<file path="src/scbr_defines.svh">
`ifndef SCBR_DEFINES_SVH
`define SCBR_DEFINES_SVH
// Register addresses on the plain port (chosen map)
`define SCBR_ADDR_CTRL2 4'h0
`define SCBR_ADDR_BAUD 4'h1
`define SCBR_ADDR_STAT 4'h2
`define SCBR_ADDR_DATA 4'h3
`define SCBR_ADDR_CTRL1 4'h4
`define SCBR_ADDR_IRQ_STAT 4'h5
`define SCBR_ADDR_IRQ_MASK 4'h6
// Control register two bit positions
`define SCBR_C2_MODE_FAULT_ENABLE 4
`define SCBR_C2_OE 3
`define SCBR_C2_SWAI 1
`define SCBR_C2_SPC 0
`define SCBR_C2_MASK 8'h1B
// Baud register fields
`define SCBR_BR_PRE_HI 6
`define SCBR_BR_PRE_LO 4
`define SCBR_BR_DIV_HI 2
`define SCBR_BR_DIV_LO 0
`define SCBR_BR_MASK 8'h77
// Status bit positions
`define SCBR_ST_RXF 7
`define SCBR_ST_TXE 5
`define SCBR_ST_MODE_FAULT_FLAG 4
// Interrupt event bit positions
`define SCBR_EV_RXF 0
`define SCBR_EV_TXE 1
`define SCBR_EV_MODE_FAULT_FLAG 2
`define SCBR_EV_W 3
// Reset values
`define SCBR_RST_C2 8'h00
`define SCBR_RST_BR 8'h00
`endif

</file>
<file path="src/scbr_pkg.sv">
package scbr_pkg;
  typedef struct packed {
    logic [3:0] addr;
    logic [7:0] wdata;
    logic wr;
    logic rd;
  } scbr_bus_t;
  typedef struct packed {
    logic out;
    logic oe_n;
  } scbr_pin_t;
  typedef enum logic [1:0] {
    SCBR_SS_GPIO,
    SCBR_SS_FAULT_IN,
    SCBR_SS_AUTO_OUT,
    SCBR_SS_SLAVE_IN
  } scbr_ss_mode_t;
endpackage : scbr_pkg

</file>
<file path="src/scbr_sync.sv">
`timescale 1ns/100ps
// Three-stage synchroniser; a change is accepted when stages two and three agree
module scbr_sync (
  input wire logic MCLK_I,
  input wire logic RESETN_I,
  input wire logic d_i,
  output logic q_o
);
  logic s1_r;
  logic s2_r;
  logic s3_r;
  logic q_r;
  // Shift chain, first stage feeds only the second
  always_ff @(posedge MCLK_I or negedge RESETN_I) begin
    if (!RESETN_I) begin
      s1_r <= 1'b1;
      s2_r <= 1'b1;
      s3_r <= 1'b1;
      q_r <= 1'b1;
    end else begin
      s1_r <= d_i;
      s2_r <= s1_r;
      s3_r <= s2_r;
      if (s2_r == s3_r) begin
        q_r <= s3_r;
      end
    end
  end
  assign q_o = q_r;
endmodule : scbr_sync

</file>
<file path="src/scbr_ctrl.sv">
`timescale 1ns/100ps
`include "scbr_defines.svh"
// What this block does
// - Control two keeps bits 4,3,1,0 only
// - Slave mode: select pin is slave input
// - Master: fault enable picks pin role
// - Single-wire: output enable drives shared pin
// - Output enable ignored outside single-wire
// - Stop bit halts clocks in wait
// - Single-wire uses slave-out or master-out pin
// - Normal mode uses separate in/out pins
// - Baud register accessible at any time
// - Prescaler divides by field plus one
// - Divider divides by two power field+1
// - Status has three flags, writes ignored
// - Receive flag: set done, read-read clears
// - Transmit empty: read then data write
// - Mode fault set, cleared by read-ctrl1-write
module scbr_ctrl (
  input wire logic MCLK_I,
  input wire logic RESETN_I,
  input wire scbr_pkg::scbr_bus_t BUS_I,
  output logic [7:0] RDATA_O,
  input wire logic MASTER_SELECT_I,
  input wire logic SPI_ENABLE_I,
  input wire logic SELECT_OUTPUT_ENABLE_I,
  input wire logic XFER_DONE_I,
  input wire logic TX_LOADED_I,
  input wire logic WAIT_MODE_I,
  input wire logic SELECT_PIN_I,
  input wire logic AUTO_SELECT_I,
  input wire logic SHIFT_OUT_I,
  input wire logic MOSI_IN_I,
  input wire logic MISO_IN_I,
  output scbr_pkg::scbr_pin_t MOSI_PIN_O,
  output scbr_pkg::scbr_pin_t MISO_PIN_O,
  output scbr_pkg::scbr_pin_t SELECT_PIN_O,
  output logic SHIFT_IN_O,
  output scbr_pkg::scbr_ss_mode_t SS_MODE_O,
  output logic SPI_CLK_RUN_O,
  output logic BIT_TICK_O,
  output logic TX_WRITE_O,
  output logic RX_READ_O,
  output logic IRQ_O
);
  import scbr_pkg::*;

  ////////////////////////////////////////////////////////////////////////////
  // Registers
  logic [7:0] ctrl2_r;
  logic [7:0] baud_r;
  logic rxf_r;
  logic txe_r;
  logic mode_fault_flag_r;
  logic rxf_armed_r;
  logic txe_armed_r;
  logic mode_fault_flag_armed_r;
  logic [`SCBR_EV_W-1:0] irq_stat_r;
  logic [`SCBR_EV_W-1:0] irq_mask_r;
  logic [7:0] rdata_r;
  logic [2:0] pre_cnt_r;
  logic [7:0] div_cnt_r;
  logic tick_r;
  logic ss_sync;
  logic ss_prev_r;

  ////////////////////////////////////////////////////////////////////////////
  // Decode
  wire wr_c2 = BUS_I.wr && (BUS_I.addr == `SCBR_ADDR_CTRL2);
  wire wr_br = BUS_I.wr && (BUS_I.addr == `SCBR_ADDR_BAUD);
  wire wr_data = BUS_I.wr && (BUS_I.addr == `SCBR_ADDR_DATA);
  wire wr_c1 = BUS_I.wr && (BUS_I.addr == `SCBR_ADDR_CTRL1);
  wire wr_imask = BUS_I.wr && (BUS_I.addr == `SCBR_ADDR_IRQ_MASK);
  wire rd_stat = BUS_I.rd && (BUS_I.addr == `SCBR_ADDR_STAT);
  wire rd_data = BUS_I.rd && (BUS_I.addr == `SCBR_ADDR_DATA);
  wire rd_istat = BUS_I.rd && (BUS_I.addr == `SCBR_ADDR_IRQ_STAT);

  // Field views of control two and the baud register
  wire mode_fault_enable = ctrl2_r[`SCBR_C2_MODE_FAULT_ENABLE];
  wire bidir_oe = ctrl2_r[`SCBR_C2_OE];
  wire stop_in_wait = ctrl2_r[`SCBR_C2_SWAI];
  wire single_wire_select = ctrl2_r[`SCBR_C2_SPC];
  wire [2:0] baud_prescale_field = baud_r[`SCBR_BR_PRE_HI:`SCBR_BR_PRE_LO];
  wire [2:0] baud_divider_field = baud_r[`SCBR_BR_DIV_HI:`SCBR_BR_DIV_LO];

  ////////////////////////////////////////////////////////////////////////////
  // Wait gating: clocks stop only when the stop bit is set
  wire clk_run = !(WAIT_MODE_I && stop_in_wait);
  assign SPI_CLK_RUN_O = clk_run;

  ////////////////////////////////////////////////////////////////////////////
  // Select pin role
  scbr_ss_mode_t ss_mode;
  assign ss_mode = !MASTER_SELECT_I ? SCBR_SS_SLAVE_IN :
                   !mode_fault_enable ? SCBR_SS_GPIO :
                   SELECT_OUTPUT_ENABLE_I ? SCBR_SS_AUTO_OUT : SCBR_SS_FAULT_IN;
  assign SS_MODE_O = ss_mode;
  // Enable is low while driving; drive only as automatic select output
  assign SELECT_PIN_O.out = AUTO_SELECT_I;
  assign SELECT_PIN_O.oe_n = !(SPI_ENABLE_I && ss_mode == SCBR_SS_AUTO_OUT);

  ////////////////////////////////////////////////////////////////////////////
  // Data pin steering
  wire sw_drive = single_wire_select && bidir_oe;
  wire master_out = SPI_ENABLE_I && MASTER_SELECT_I &&
                    (single_wire_select ? sw_drive : 1'b1);
  wire slave_out = SPI_ENABLE_I && !MASTER_SELECT_I &&
                   (single_wire_select ? sw_drive : 1'b1);
  assign MOSI_PIN_O.out = SHIFT_OUT_I;
  assign MOSI_PIN_O.oe_n = !master_out;
  assign MISO_PIN_O.out = SHIFT_OUT_I;
  assign MISO_PIN_O.oe_n = !slave_out;
  // Shared pin carries input in single-wire; otherwise the opposite pin
  assign SHIFT_IN_O = single_wire_select ? (MASTER_SELECT_I ? MOSI_IN_I : MISO_IN_I) :
                      (MASTER_SELECT_I ? MISO_IN_I : MOSI_IN_I);

  ////////////////////////////////////////////////////////////////////////////
  // Baud generator: prescaler count wraps at field, divider at 2^(f+1)-1
  wire pre_wrap = (pre_cnt_r == baud_prescale_field);
  wire [7:0] div_last = 8'((9'h002 << baud_divider_field) - 9'h001);
  wire div_wrap = pre_wrap && (div_cnt_r >= div_last);
  wire baud_run = clk_run && SPI_ENABLE_I && MASTER_SELECT_I;

  // Counters restart when the rate is rewritten so a new rate starts clean
  always_ff @(posedge MCLK_I or negedge RESETN_I) begin
    if (!RESETN_I) begin
      pre_cnt_r <= 3'h0;
      div_cnt_r <= 8'h00;
      tick_r <= 1'b0;
    end else if (!baud_run || wr_br) begin
      pre_cnt_r <= 3'h0;
      div_cnt_r <= 8'h00;
      tick_r <= 1'b0;
    end else begin
      pre_cnt_r <= pre_wrap ? 3'h0 : pre_cnt_r + 3'h1;
      if (pre_wrap) begin
        div_cnt_r <= div_wrap ? 8'h00 : div_cnt_r + 8'h01;
      end
      tick_r <= div_wrap;
    end
  end
  assign BIT_TICK_O = tick_r;

  ////////////////////////////////////////////////////////////////////////////
  // Mode fault detection on the synchronised select pin
  scbr_sync u_ss_sync (
    .MCLK_I(MCLK_I),
    .RESETN_I(RESETN_I),
    .d_i(SELECT_PIN_I),
    .q_o(ss_sync)
  );
  wire mode_fault_flag_event = (ss_mode == SCBR_SS_FAULT_IN) && SPI_ENABLE_I &&
                    ss_prev_r && !ss_sync;

  ////////////////////////////////////////////////////////////////////////////
  // Flag clear sequences: status read with flag set arms the clear
  wire rxf_clr = rd_data && rxf_armed_r;
  wire txe_clr = wr_data && txe_armed_r;
  wire mode_fault_flag_clr = wr_c1 && mode_fault_flag_armed_r;
  assign TX_WRITE_O = txe_clr; // Unarmed data writes are dropped
  assign RX_READ_O = rd_data;

  // Status flags; a set in the same cycle as a clear wins
  always_ff @(posedge MCLK_I or negedge RESETN_I) begin
    if (!RESETN_I) begin
      rxf_r <= 1'b0;
      txe_r <= 1'b1;
      mode_fault_flag_r <= 1'b0;
      ss_prev_r <= 1'b1;
    end else begin
      ss_prev_r <= ss_sync;
      rxf_r <= SPI_ENABLE_I && ((XFER_DONE_I) || (rxf_r && !rxf_clr));
      txe_r <= !SPI_ENABLE_I || TX_LOADED_I || (txe_r && !txe_clr);
      mode_fault_flag_r <= mode_fault_flag_event || (mode_fault_flag_r && !mode_fault_flag_clr);
    end
  end

  // Arming: a status read while the flag is set, consumed by the clear access
  always_ff @(posedge MCLK_I or negedge RESETN_I) begin
    if (!RESETN_I) begin
      rxf_armed_r <= 1'b0;
      txe_armed_r <= 1'b0;
      mode_fault_flag_armed_r <= 1'b0;
    end else begin
      rxf_armed_r <= (rd_stat && rxf_r) || (rxf_armed_r && rxf_r && !rxf_clr);
      txe_armed_r <= (rd_stat && txe_r) || (txe_armed_r && txe_r && !txe_clr);
      mode_fault_flag_armed_r <= (rd_stat && mode_fault_flag_r) || (mode_fault_flag_armed_r && mode_fault_flag_r && !mode_fault_flag_clr);
    end
  end

  ////////////////////////////////////////////////////////////////////////////
  // Configuration registers; only implemented bits are stored
  always_ff @(posedge MCLK_I or negedge RESETN_I) begin
    if (!RESETN_I) begin
      ctrl2_r <= `SCBR_RST_C2;
      baud_r <= `SCBR_RST_BR;
      irq_mask_r <= '0;
    end else begin
      if (wr_c2) begin
        ctrl2_r <= BUS_I.wdata & `SCBR_C2_MASK;
      end
      if (wr_br) begin
        baud_r <= BUS_I.wdata & `SCBR_BR_MASK; // No transfer interlock
      end
      if (wr_imask) begin
        irq_mask_r <= BUS_I.wdata[`SCBR_EV_W-1:0];
      end
    end
  end

  ////////////////////////////////////////////////////////////////////////////
  // Interrupt events: the flag set conditions while enabled, each cycle they hold, sticky until read
  wire [`SCBR_EV_W-1:0] ev_set;
  assign ev_set[`SCBR_EV_RXF] = XFER_DONE_I && SPI_ENABLE_I;
  assign ev_set[`SCBR_EV_TXE] = TX_LOADED_I && SPI_ENABLE_I;
  assign ev_set[`SCBR_EV_MODE_FAULT_FLAG] = mode_fault_flag_event;

  // Read clears, but a same-cycle event survives
  always_ff @(posedge MCLK_I or negedge RESETN_I) begin
    if (!RESETN_I) begin
      irq_stat_r <= '0;
    end else begin
      irq_stat_r <= ev_set | (rd_istat ? '0 : irq_stat_r);
    end
  end
  assign IRQ_O = |(irq_stat_r & irq_mask_r);

  ////////////////////////////////////////////////////////////////////////////
  // Read mux; status writes fall through with no effect
  logic [7:0] stat_val;
  always_comb begin
    stat_val = 8'h00;
    stat_val[`SCBR_ST_RXF] = rxf_r;
    stat_val[`SCBR_ST_TXE] = txe_r;
    stat_val[`SCBR_ST_MODE_FAULT_FLAG] = mode_fault_flag_r;
  end
  wire [7:0] rd_mux = (BUS_I.addr == `SCBR_ADDR_CTRL2) ? ctrl2_r :
                      (BUS_I.addr == `SCBR_ADDR_BAUD) ? baud_r :
                      (BUS_I.addr == `SCBR_ADDR_STAT) ? stat_val :
                      (BUS_I.addr == `SCBR_ADDR_IRQ_STAT) ? {5'h00, irq_stat_r} :
                      (BUS_I.addr == `SCBR_ADDR_IRQ_MASK) ? {5'h00, irq_mask_r} : 8'h00;

  // Read data stands one cycle after the strobe only
  always_ff @(posedge MCLK_I or negedge RESETN_I) begin
    if (!RESETN_I) begin
      rdata_r <= 8'h00;
    end else begin
      rdata_r <= BUS_I.rd ? rd_mux : 8'h00;
    end
  end
  assign RDATA_O = rdata_r;
endmodule : scbr_ctrl

</file>
<file path="config.mk">
export PLATFORM = sky130hd
export DESIGN_NAME = scbr_ctrl
export DESIGN_NICKNAME = d
export VERILOG_FILES = /design/src/scbr_pkg.sv /design/src/scbr_sync.sv /design/src/scbr_ctrl.sv
export VERILOG_INCLUDE_DIRS = /design/src
export SDC_FILE = /design/constraint.sdc
export NUM_CORES = 1
export LEC_CHECK = 0
export ABC_AREA = 1
export BUFFER_PORTS_ARGS = -buffer_cell sky130_fd_sc_hd__buf_2
export CAP_MARGIN = 20
export CORE_ASPECT_RATIO = 0.5
export CORE_MARGIN = 2
export CORE_UTILIZATION = 25
export DETAILED_ROUTE_END_ITERATION = 10
export GPL_TIMING_DRIVEN = 0
export PLACE_DENSITY_LB_ADDON = 0.2
export SLEW_MARGIN = 20
export SYNTH_ARGS = -nofsm -noshare
export SYNTH_HDL_FRONTEND = slang
export SYNTH_SLANG_ARGS = --single-unit
</file>
<file path="constraint.sdc">
create_clock -name MCLK_I -period 4.85 [get_ports MCLK_I]
set_input_delay 0.7275 -clock MCLK_I [delete_from_list [all_inputs] [get_ports MCLK_I]]
set_output_delay 0.7275 -clock MCLK_I [all_outputs]
set_load 0.02 [all_outputs]
</file>
==> run metrics <==
final WL 5680 um; initial antenna violation count 0; drc violations 0; drt first pass iters 4; clock tree buffer depth 2; outcome complete, no violations; Hold Buf Count CTS 0; Synth Cell Area about 2500 um^2; P per Cell Area ~360 nW/um^2; share of layout cells above drive strength 1 0.235; Routed Antenna Nets 0; H-tree lvl count 2; Hold WS 0.355 ns; Final nets 380; slowest cell on the critical path nor2_4; LEAKAGE 1.58 nW; vias a little under 2000; first-pass GRT wire length between 9000 and 10000 um; Critical Path Sink Type output port; Filler Cell Count 1037; Post-Syn Nets 328; FF-to-FF path depth 10; Die X 144 um; drt wl/cell between 10 and 15 um; RSZ-0062 raised after global routing false; clk_skew 0.00418 ns; Rel. slew slack 0.590; pin count of the biggest net entering global routing 48; global route total overflow 0; maximum resistive drop on vdd 142 uV; TritonCTS clock tree built; Die Height 74.2 um; Vias/cell 4.13; Mean Syn Cell Area 8.43 um^2; Port Buffers 45; WP data required slightly above 4 ns; vias in the first global route 1870; core area 9510 um^2; Final Setup Violations 0; total setup buffers inserted after CTS 0; crit path max fanout 5; PostCTS Resize Cnt 0; FMAX 0.415 GHz; period utilization 0.497; post-synthesis cell count 292; crit-path cells buf_2 > nor2_4 > inv_1 > nor3_2 > nand3_1 > inv_1 > buf_2; Top Layer Used met4; Detailed Place HPWL between 4000 and 5000 um; sequential fraction of the synthesis area 0.481; Worst path max stage delay 0.20 ns; GRT Total Usage 0.117; CTS buffer count 5; main area contributors after synthesis dfrtp_1, nand2_1, dfstp_2; hold depth 0; Synth top area share 0.417; post-synth cell types 31; DR iter-0 viols 113; CP Data Arrival Time 1.68 ns; Antenna Cells 0; worst skew pair latency 0.30 ns; Synth area leader dfrtp_1; clk slew on worst S/H paths 0.06 ns; Routed met2 length 2630 um; CTS Root Cell clkbuf_16; Area growth, synth to finish 23.8%; GPL Wtd Cong 0.794; die area 10700 um^2; worst-margin pin slew 0.615 ns; metal3 WL 190 um; Tot Pwr ~1.1 mW; setup_tns 0 ns; Max Slew Vio Count 0; Setup crit start kind input port; Core Rows 25; min-delay worst type reg -> reg; Top Ports 49; Starting Density 0.259; clk sink count 47; register bit total from synthesis 47; Fin. Hold Viols 0; clock period minus worst slack 2.41 ns; crit path kind in -> out; Max Cap Violations 0; Metal-1 WL between 2000 and 3000 um; final core occ 0.321; Ys Warns 0
## cells in the mapped netlist (all sizes together)
library cell and count:
nand2 78, inv 47, dfrtp 41, nor2 24, o21ai 21, nand3 15
a21oi 12, ha 9, nand4 9, dfstp 6, o22ai 6, nor3 5
xnor2 4, xor2 4, buf 3, clkinv 2, clkbuf 1, maj3 1
mux2 1, nand3b 1, nor4 1, o221ai 1
## flip-flops by register name, summed over array words and instances, names as in the netlist, 3 cells and up
| register | cells |
|---|---|
| div_cnt_r | 8 |
| ctrl2_r | 4 |
| irq_stat_r | 3 |
| pre_cnt_r | 3 |
| baud_r | 6 |
| irq_mask_r | 3 |
| RDATA_O | 8 |
## final cells by class
class                   instances  area, um^2  area share
flip-flops and latches         47        1180       0.388
multi-input cells             192        1070       0.351
repair buffers                 45         228      0.0747
inverters                      49         184      0.0603
well taps                     135         169      0.0554
clock buffers                   6         129      0.0423
clock inverters                 2        60.1      0.0197
plain buffers                   4        26.3     0.00862
## critical path: cells and delay by family
| family | cells | cell delay (ns) |
|---|---|---|
| simple gates | 3 | 0.51 |
| buf+inv | 4 | 0.44 |
## power by group
| part | internal [mW] | switching (mW) | leakage [nW] |
|---|---|---|---|
| Sequential | 0.435 | 0.0294 | 0.595 |
| Combinational | 0.0641 | 0.122 | 0.891 |
| Clock | 0.296 | 0.155 | 0.0911 |
| Total | 0.794 | 0.306 | 1.58 |
## final timing paths
check	from	slack, ns	to
worst max-delay path	BUS_I[13]	2.44	TX_WRITE_O
worst min-delay path	u_ss_sync.s1_r	0.36	u_ss_sync.s2_r
min in group asynchronous	RESETN_I	0.44	irq_mask_r[1]
worst min register to register	u_ss_sync.s1_r	0.36	u_ss_sync.s2_r
worst max register to register	baud_r[1]	3.00	div_cnt_r[7]
max in group asynchronous	RESETN_I	3.99	div_cnt_r[5]
## cells by family after synthesis
| kind of cell | after synthesis | synth area share |
|---|---|---|
| adder cells (fa/ha/maj) | 10 | 0.0498 |
| buffers and inverters | 53 | 0.0854 |
| AND/OR/NAND/NOR | 133 | 0.261 |
| XOR/XNOR | 8 | 0.0285 |
| multiplexers | 1 | 0.00457 |
| flip-flops | 47 | 0.481 |
| AO/OA/AOI/OAI | 40 | 0.0904 |
## layer usage
layer,GRT usage,up-vias
li1,-,1037
met5,0,-
met3,0.0354,7
met4,0.0453,0
met2,0.190,24
met1,0.149,913
## metrics by stage
stage	instances	area (um^2)	worst slack (ns)
floorplan	292	2460	2.53
global placement	472	2860	2.43
detailed placement	472	2860	2.43
CTS	480	3050	2.43
global route	480	3050	2.30
finish	480	3050	2.44
## cells in the final DEF, fill, tap and decap left out, types with 9 or more instances in the layout
cell     count
a21oi_1     11
buf_2       44
dfrtp_1     41
ha_1         9
inv_1       41
nand2_1     76
nand3_1     13
nand4_1      9
nor2_1      18
o21ai_0     20
(Power assumes the default switching activity.)
